==> src/design/ascp_map.vh <==
// Constants for the addressed serial command parser.
// Assumes inclusion by bare name from design files.
`ifndef ASCP_MAP_VH
`define ASCP_MAP_VH
// -----------------------------------------------------------------
// Byte values and the command-flag bit position
// -----------------------------------------------------------------
`define ASCP_CMD_BIT 7
`define ASCP_LEAD_ADDR 8'haa
`define ASCP_LEAD_SPEED 8'hff
`define ASCP_OP_RELEASE 7'h03
`define ASCP_NODE_BCAST 8'hfe
`define ASCP_NODE_RST 7'h0d
`define ASCP_NODE_MAX 7'h7f
`define ASCP_SPEED_ZERO 8'h7f
`define ASCP_SPEED_MAX 8'hfe
`endif

==> src/design/ascp_lockout.v <==
// Start-lockout holder for the serial command parser.
// Assumes release and re-arm strobes are one-cycle pulses on core_clk_in.
`timescale 1ns/1ps
`default_nettype none
module ascp_lockout (
  // Clock and reset
  input wire core_clk_in,
  input wire sys_rst_in,
  // Controls
  input wire lockout_en_in,
  input wire serial_src_in,
  input wire release_in,
  input wire error_stop_in,
  // Status
  output reg locked_out
);
  // -----------------------------------------------------------------
  // Lockout flag
  // -----------------------------------------------------------------
  reg armed_q;
  always @(posedge core_clk_in) begin
    if (sys_rst_in) begin
      armed_q <= 1'b1;
    end else if (error_stop_in) begin
      // Re-arm wins over a release in the same cycle, safer side
      armed_q <= 1'b1;
    end else if (release_in) begin
      armed_q <= 1'b0;
    end
  end
  always @* begin
    locked_out = armed_q & lockout_en_in & serial_src_in;
  end
endmodule // ascp_lockout
`default_nettype wire

==> src/design/ascp_parser.v <==
// Binary serial command parser: short, addressed and three-byte framings.
// Assumes received bytes arrive as one-cycle strobes from a UART on core_clk_in.
`timescale 1ns/1ps
`default_nettype none
`include "ascp_map.vh"
module ascp_parser (
  // Clock and reset
  input wire core_clk_in,
  input wire sys_rst_in,
  // Received byte stream
  input wire rx_valid_in,
  input wire [7:0] rx_byte_in,
  // Configuration
  input wire node_load_in,
  input wire [7:0] node_value_in,
  input wire lockout_en_in,
  input wire serial_src_in,
  input wire error_stop_in,
  // Decoded command for the handlers
  output reg cmd_valid_out,
  output reg [6:0] cmd_op_out,
  output reg cmd_addressed_out,
  output reg data_valid_out,
  output reg [6:0] data_out,
  output reg baud_mark_out,
  // Three-byte speed result
  output reg speed_valid_out,
  output reg signed [7:0] speed_out,
  // Lockout and status
  output reg release_out,
  output reg locked_out,
  output reg reply_block_out,
  output reg [6:0] node_out
);
  // -----------------------------------------------------------------
  // States
  // -----------------------------------------------------------------
  localparam [2:0] ST_IDLE = 3'd0;
  localparam [2:0] ST_ADDR_NODE = 3'd1;
  localparam [2:0] ST_ADDR_OP = 3'd2;
  localparam [2:0] ST_BODY = 3'd3;
  localparam [2:0] ST_SSC_NODE = 3'd4;
  localparam [2:0] ST_SSC_SPEED = 3'd5;
  localparam [2:0] ST_SKIP = 3'd6;

  reg [2:0] state_q;
  reg [2:0] state_d;
  reg ssc_hit_q;
  reg ssc_hit_d;
  reg [6:0] node_q;
  reg cmd_valid_d;
  reg [6:0] cmd_op_d;
  reg cmd_addr_d;
  reg data_valid_d;
  reg [6:0] data_d;
  reg baud_d;
  reg speed_valid_d;
  reg signed [7:0] speed_d;
  reg release_d;
  wire is_cmd;
  wire lock_now;

  assign is_cmd = rx_byte_in[`ASCP_CMD_BIT];

  // -----------------------------------------------------------------
  // Node number
  // -----------------------------------------------------------------
  always @(posedge core_clk_in) begin
    if (sys_rst_in) begin
      node_q <= `ASCP_NODE_RST;
    end else if (node_load_in) begin
      // Out-of-range values saturate instead of wrapping
      node_q <= node_value_in[7] ? `ASCP_NODE_MAX : node_value_in[6:0];
    end
  end

  // -----------------------------------------------------------------
  // Byte decoder
  // -----------------------------------------------------------------
  always @* begin
    state_d = state_q;
    ssc_hit_d = ssc_hit_q;
    cmd_valid_d = 1'b0;
    cmd_op_d = cmd_op_out;
    cmd_addr_d = cmd_addressed_out;
    data_valid_d = 1'b0;
    data_d = data_out;
    baud_d = 1'b0;
    speed_valid_d = 1'b0;
    speed_d = speed_out;
    release_d = 1'b0;
    if (rx_valid_in) begin
      if (state_q == ST_SSC_NODE) begin
        // Full eight-bit node byte, any value but 255 from the host
        ssc_hit_d = (rx_byte_in == {1'b0, node_q}) || (rx_byte_in == `ASCP_NODE_BCAST);
        state_d = ST_SSC_SPEED;
      end else if (state_q == ST_SSC_SPEED) begin
        if (ssc_hit_q) begin
          speed_valid_d = 1'b1;
          speed_d = rx_byte_in - `ASCP_SPEED_ZERO;
        end
        state_d = ST_IDLE;
      end else if (is_cmd) begin
        // Outside a three-byte packet, any command byte restarts framing, dropping a partial packet
        if (rx_byte_in == `ASCP_LEAD_ADDR) begin
          baud_d = 1'b1;
          state_d = ST_ADDR_NODE;
        end else if (rx_byte_in == `ASCP_LEAD_SPEED) begin
          state_d = ST_SSC_NODE;
        end else begin
          cmd_valid_d = 1'b1;
          cmd_addr_d = 1'b0;
          cmd_op_d = rx_byte_in[6:0];
          release_d = (rx_byte_in[6:0] == `ASCP_OP_RELEASE);
          state_d = ST_BODY;
        end
      end else begin
        case (state_q)
          ST_ADDR_NODE: begin
            // Mismatch skips the rest until the next command byte
            state_d = (rx_byte_in[6:0] == node_q) ? ST_ADDR_OP : ST_SKIP;
          end
          ST_ADDR_OP: begin
            cmd_valid_d = 1'b1;
            cmd_op_d = rx_byte_in[6:0];
            cmd_addr_d = 1'b1;
            release_d = (rx_byte_in[6:0] == `ASCP_OP_RELEASE);
            state_d = ST_BODY;
          end
          ST_BODY: begin
            data_valid_d = 1'b1;
            data_d = rx_byte_in[6:0];
          end
          ST_IDLE: begin
            state_d = ST_IDLE;
          end
          ST_SKIP: begin
            state_d = ST_SKIP;
          end
          default: begin
            state_d = ST_IDLE;
          end
        endcase
      end
    end
  end

  // -----------------------------------------------------------------
  // Registers
  // -----------------------------------------------------------------
  always @(posedge core_clk_in) begin
    if (sys_rst_in) begin
      state_q <= ST_IDLE;
      ssc_hit_q <= 1'b0;
      cmd_valid_out <= 1'b0;
      cmd_op_out <= 7'h00;
      cmd_addressed_out <= 1'b0;
      data_valid_out <= 1'b0;
      data_out <= 7'h00;
      baud_mark_out <= 1'b0;
      speed_valid_out <= 1'b0;
      speed_out <= 8'sh00;
      release_out <= 1'b0;
      locked_out <= 1'b1;
      reply_block_out <= 1'b0;
      node_out <= `ASCP_NODE_RST;
    end else begin
      state_q <= state_d;
      ssc_hit_q <= ssc_hit_d;
      cmd_valid_out <= cmd_valid_d;
      cmd_op_out <= cmd_op_d;
      cmd_addressed_out <= cmd_addr_d;
      data_valid_out <= data_valid_d;
      data_out <= data_d;
      baud_mark_out <= baud_d;
      speed_valid_out <= speed_valid_d;
      speed_out <= speed_d;
      release_out <= release_d;
      locked_out <= lock_now;
      // Release produces no answer; the reply path must stay quiet
      reply_block_out <= release_d;
      node_out <= node_q;
    end
  end

  // -----------------------------------------------------------------
  // Lockout
  // -----------------------------------------------------------------
  ascp_lockout u_lockout (
    .core_clk_in(core_clk_in),
    .sys_rst_in(sys_rst_in),
    .lockout_en_in(lockout_en_in),
    .serial_src_in(serial_src_in),
    .release_in(release_out),
    .error_stop_in(error_stop_in),
    .locked_out(lock_now)
  );
endmodule // ascp_parser
`default_nettype wire

==> config.mk <==
export PLATFORM = sky130hd
export DESIGN_NAME = ascp_parser
export DESIGN_NICKNAME = d
export VERILOG_FILES = /design/src/design/ascp_lockout.v /design/src/design/ascp_parser.v
export VERILOG_INCLUDE_DIRS = /design/src /design/src/design
export SDC_FILE = /design/constraint.sdc
export NUM_CORES = 1
export LEC_CHECK = 0
export BUFFER_PORTS_ARGS = -buffer_cell sky130_fd_sc_hd__buf_2
export CAP_MARGIN = 20
export CORE_ASPECT_RATIO = 0.6
export CORE_MARGIN = 2
export CORE_UTILIZATION = 46
export DETAILED_ROUTE_END_ITERATION = 7
export PLACE_DENSITY = 0.76
export SYNTH_ARGS = -nofsm -noshare
export SYNTH_HDL_FRONTEND = slang
export SYNTH_HIERARCHICAL = 1
export SYNTH_SLANG_ARGS = --single-unit
export TNS_END_PERCENT = 1
==> constraint.sdc <==
create_clock -name core_clk_in -period 1.73 [get_ports core_clk_in]
set_input_delay 0.173 -clock core_clk_in [delete_from_list [all_inputs] [get_ports core_clk_in]]
set_output_delay 0.173 -clock core_clk_in [all_outputs]
set_load 0.02 [all_outputs]
==> flow_metrics.py <==
metrics = {
    "synthesis": {
        "async_flop_share": 0,
        "synth_warnings": 6,
        "synth_top_family_by_area": "simple AND/OR/NAND/NOR gates",
        "synthAdderAreaFrac": 0.0119,
        "avgSynthCellArea_um2": 9.03,
        "syn_inst": 233,
        "synth_edf_count": 0,
        "ys_ff_latch": 48,
        "yosysTopAreaCell": "dfxtp_1",
        "synth_top_area_frac": 0.457,
        "synth_top_cells_by_count": "48 x dfxtp_1, 22 x nor2_1, 21 x nand2_1",
        "synth_most_common_cell": "dfxtp_1",
        "synth_nets": 258,
        "yosysSeqAreaShare": 0.457,
        "synthFlopType": "dfxtp_1",
        "yosys.area_share.simple": 0.225,
        "synth_compound_area_frac": 0.118,
        "synth_cell_types": 44,
        "synth_xor_area_frac": 0.0499,
        "synth_area_leaders": "dfxtp_1 46%, mux2i_1 7.1%, nor2_1 3.9%",
        "synth_area_um2": 2100,
        "synthMuxAreaShare": 0.0713,
    },
    "sta": {
        "skew_ps": 2.13,
        "setup_violations": 0,
        "worst_pin_slew_ps": 540,
        "fmax_ghz": 0.610,
        "rsz0062_at_grt": "false",
        "fin_ws_ps": 89.7,
        "drv_slew": 0,
        "hold_viol_final": 0,
        "maxSlewHeadroom": 0.637,
        "finalCritPeriodShare": 0.948,
        "fin_crit_ps": 1640,
    },
    "power_and_ir_drop": {
        "ir_drop_mv": 0.469,
        "p_total_w": 0.00218,
        "power_density_nw_per_um2": 845,
        "power_leakage_nw": 1.19,
    },
    "cts": {
        "clock_sinks": 48,
        "clockRootBuffer": "clkbuf_8",
        "clockBufferDepth": 2,
        "path_clk_slew_ps": 80,
        "worstSkewPairLatency_ps": 300,
        "post_cts_buffers": 0,
        "cts_tree": "built",
        "numCtsBuffers": 5,
        "htree_levels": 2,
    },
    "critical_path": {
        "criticalPathCategory": "flop to flop",
        "cp-end-kind": "flop",
        "regToRegSetupSlack_ps": 90,
        "start_kind": "flop",
        "path_max_fanout": 7,
        "worstPathRequired_ps": 1960,
        "arrival_ps": 1870,
        "reg2reg_depth": 4,
        "r2r-start": "state_q[0]$_SDFFE_PP0P_",
        "rr_endpoint": "cmd_op_out[3]$_SDFFE_PP0P_",
    },
    "hold_path": {
        "min_from": "error_stop_in",
        "hold-path-endpoint": "u_lockout/armed_q$_SDFFE_PP1P_",
        "hp-class": "input port to flop",
        "min_path_cells": 3,
    },
    "route": {
        "drc_errors": 0,
        "viasPerCell": 5.15,
        "wire_per_inst_um": 13.8,
        "routed_wl_mm": 4.92,
        "drt_pass1_iterations": 4,
        "drt_iter0_drc": 100,
        "antenna_left": 0,
        "vias": 1835,
    },
    "grt": {
        "overflow": 0,
        "antenna_found_initial": 0,
        "grt_max_degree": 32,
        "grt_use_total": 0.198,
        "grt_pass1_wl_mm": 8.04,
        "grt_pass1_vias": 1606,
    },
    "floorplan": {
        "die_area_um2": 5150,
        "ios": 60,
        "start_util": 0.494,
        "die_y_um": 56.4,
        "die_w_um": 91.3,
        "core-area_um2": 4260,
        "fp-row-count": 18,
    },
    "job": {
        "max-cap-violations": 0,
    },
    "placed_design": {
        "gp_congestion": 0.840,
        "place_hpwl_mm": 3.63,
        "port_buffers": 59,
        "place_ws_ps": -8.89,
        "placed_cells": 348,
    },
    "final_layout": {
        "num_antenna_cells": 0,
        "fin_cells": 356,
        "syn2layout_area_growth_pct": 22.7,
        "nNetsFinal": 320,
        "final_layout_size_suffix_gt1_frac": 0.318,
    },
    "outcome": {
        "status": "completed",
    },
}
==> area by class of cell <==
class | instances | area (um^2)
Fill cell | 373 | 1670
Clock inverter | 2 | 15.0
Sequential cell | 48 | 961
Timing Repair Buffer | 76 | 423
Inverter | 6 | 22.5
Clock buffer | 6 | 82.6
Multi-Input combinational cell | 158 | 1000
Tap cell | 60 | 75.1
==> metrics by stage <==
stage                util  instance area, um^2  TNS (ps)  hold WS (ps)
finish              0.607                 2580         0          77.2
global route        0.607                 2580         0          96.1
CTS                 0.607                 2580         0          75.6
detailed placement  0.583                 2480     -20.3           385
global placement    0.583                 2480         0           385
floorplan               -                 2100         0           276
==> cell families after synthesis <==
logic type                 count (synthesis)
DFF                                       48
xor gates and xnor gates                  12
muxes                                     15
adders and majority gates                  2
and+or+nand+nor                           91
buffers and inverters                     27
AOI/OAI and AO/OA                         38
==> worst max-delay path, stage by stage (launching register included) <==
cell and delay, ps:
dfxtp_1 370, or3b_1 370, a31oi_1 240, and3_2 360, mux2i_1 230
==> how the worst max path moves through the flow <==
| stage | start | to | slack, ps |
|---|---|---|---|
| after detailed placement | rx_byte_in[0] | cmd_op_out[3]$_SDFFE_PP0P_ | -9 |
| after global routing | state_q[0]$_SDFFE_PP0P_ | cmd_op_out[1]$_SDFFE_PP0P_ | 7 |
| after global placement | rx_byte_in[0] | cmd_op_out[5]$_SDFFE_PP0P_ | 50 |
| final | state_q[0]$_SDFFE_PP0P_ | cmd_op_out[3]$_SDFFE_PP0P_ | 90 |
| after floorplan | rx_byte_in[0] | cmd_op_out[0]$_SDFFE_PP0P_ | 90 |
| after CTS | state_q[0]$_SDFFE_PP0P_ | cmd_op_out[3]$_SDFFE_PP0P_ | 100 |
==> sequential cells by signal (all words and copies together) (netlist names) <==
signal	count
baud_mark_out	1
cmd_addressed_out	1
cmd_op_out	7
cmd_valid_out	1
data_out	7
data_valid_out	1
locked_out	1
node_out	7
node_q	7
reply_block_out	1
speed_out	8
speed_valid_out	1
ssc_hit_q	1
state_q	3
u_lockout/armed_q	1
==> layout by cell type (no fill, tap or decap), types with 4 or more instances in the layout <==
cell,n
a211oi_1,5
a21oi_1,9
buf_2,59
buf_4,17
clkbuf_8,6
dfxtp_1,48
inv_1,6
mux2i_1,15
nand2_1,21
nand2b_1,7
nand3_1,9
nor2_1,22
nor2b_1,4
nor3_1,5
nor4_1,4
o22ai_1,7
or2_2,4
xor2_1,9
==> power breakdown <==
group,switching [W],internal (W)
registers,0.0000238,0.00114
logic,0.000190,0.000135
clock network,0.000365,0.000323
total,0.000579,0.00160
==> layer usage <==
metal | share of wire | global-route usage
met1 | 0.49 | 0.295
met2 | 0.42 | 0.274
met3 | 0.075 | 0.0577
met4 | 0.0077 | 0.0584
met5 | 0 | 0
==> timing repair <==
item | in CTS | in global routing
gates resized for setup | 1 | 0
hold buffers | 0 | 0
setup endpoints to repair | 3 | 0
No activity file was read; power rests on OpenSTA's default activity.
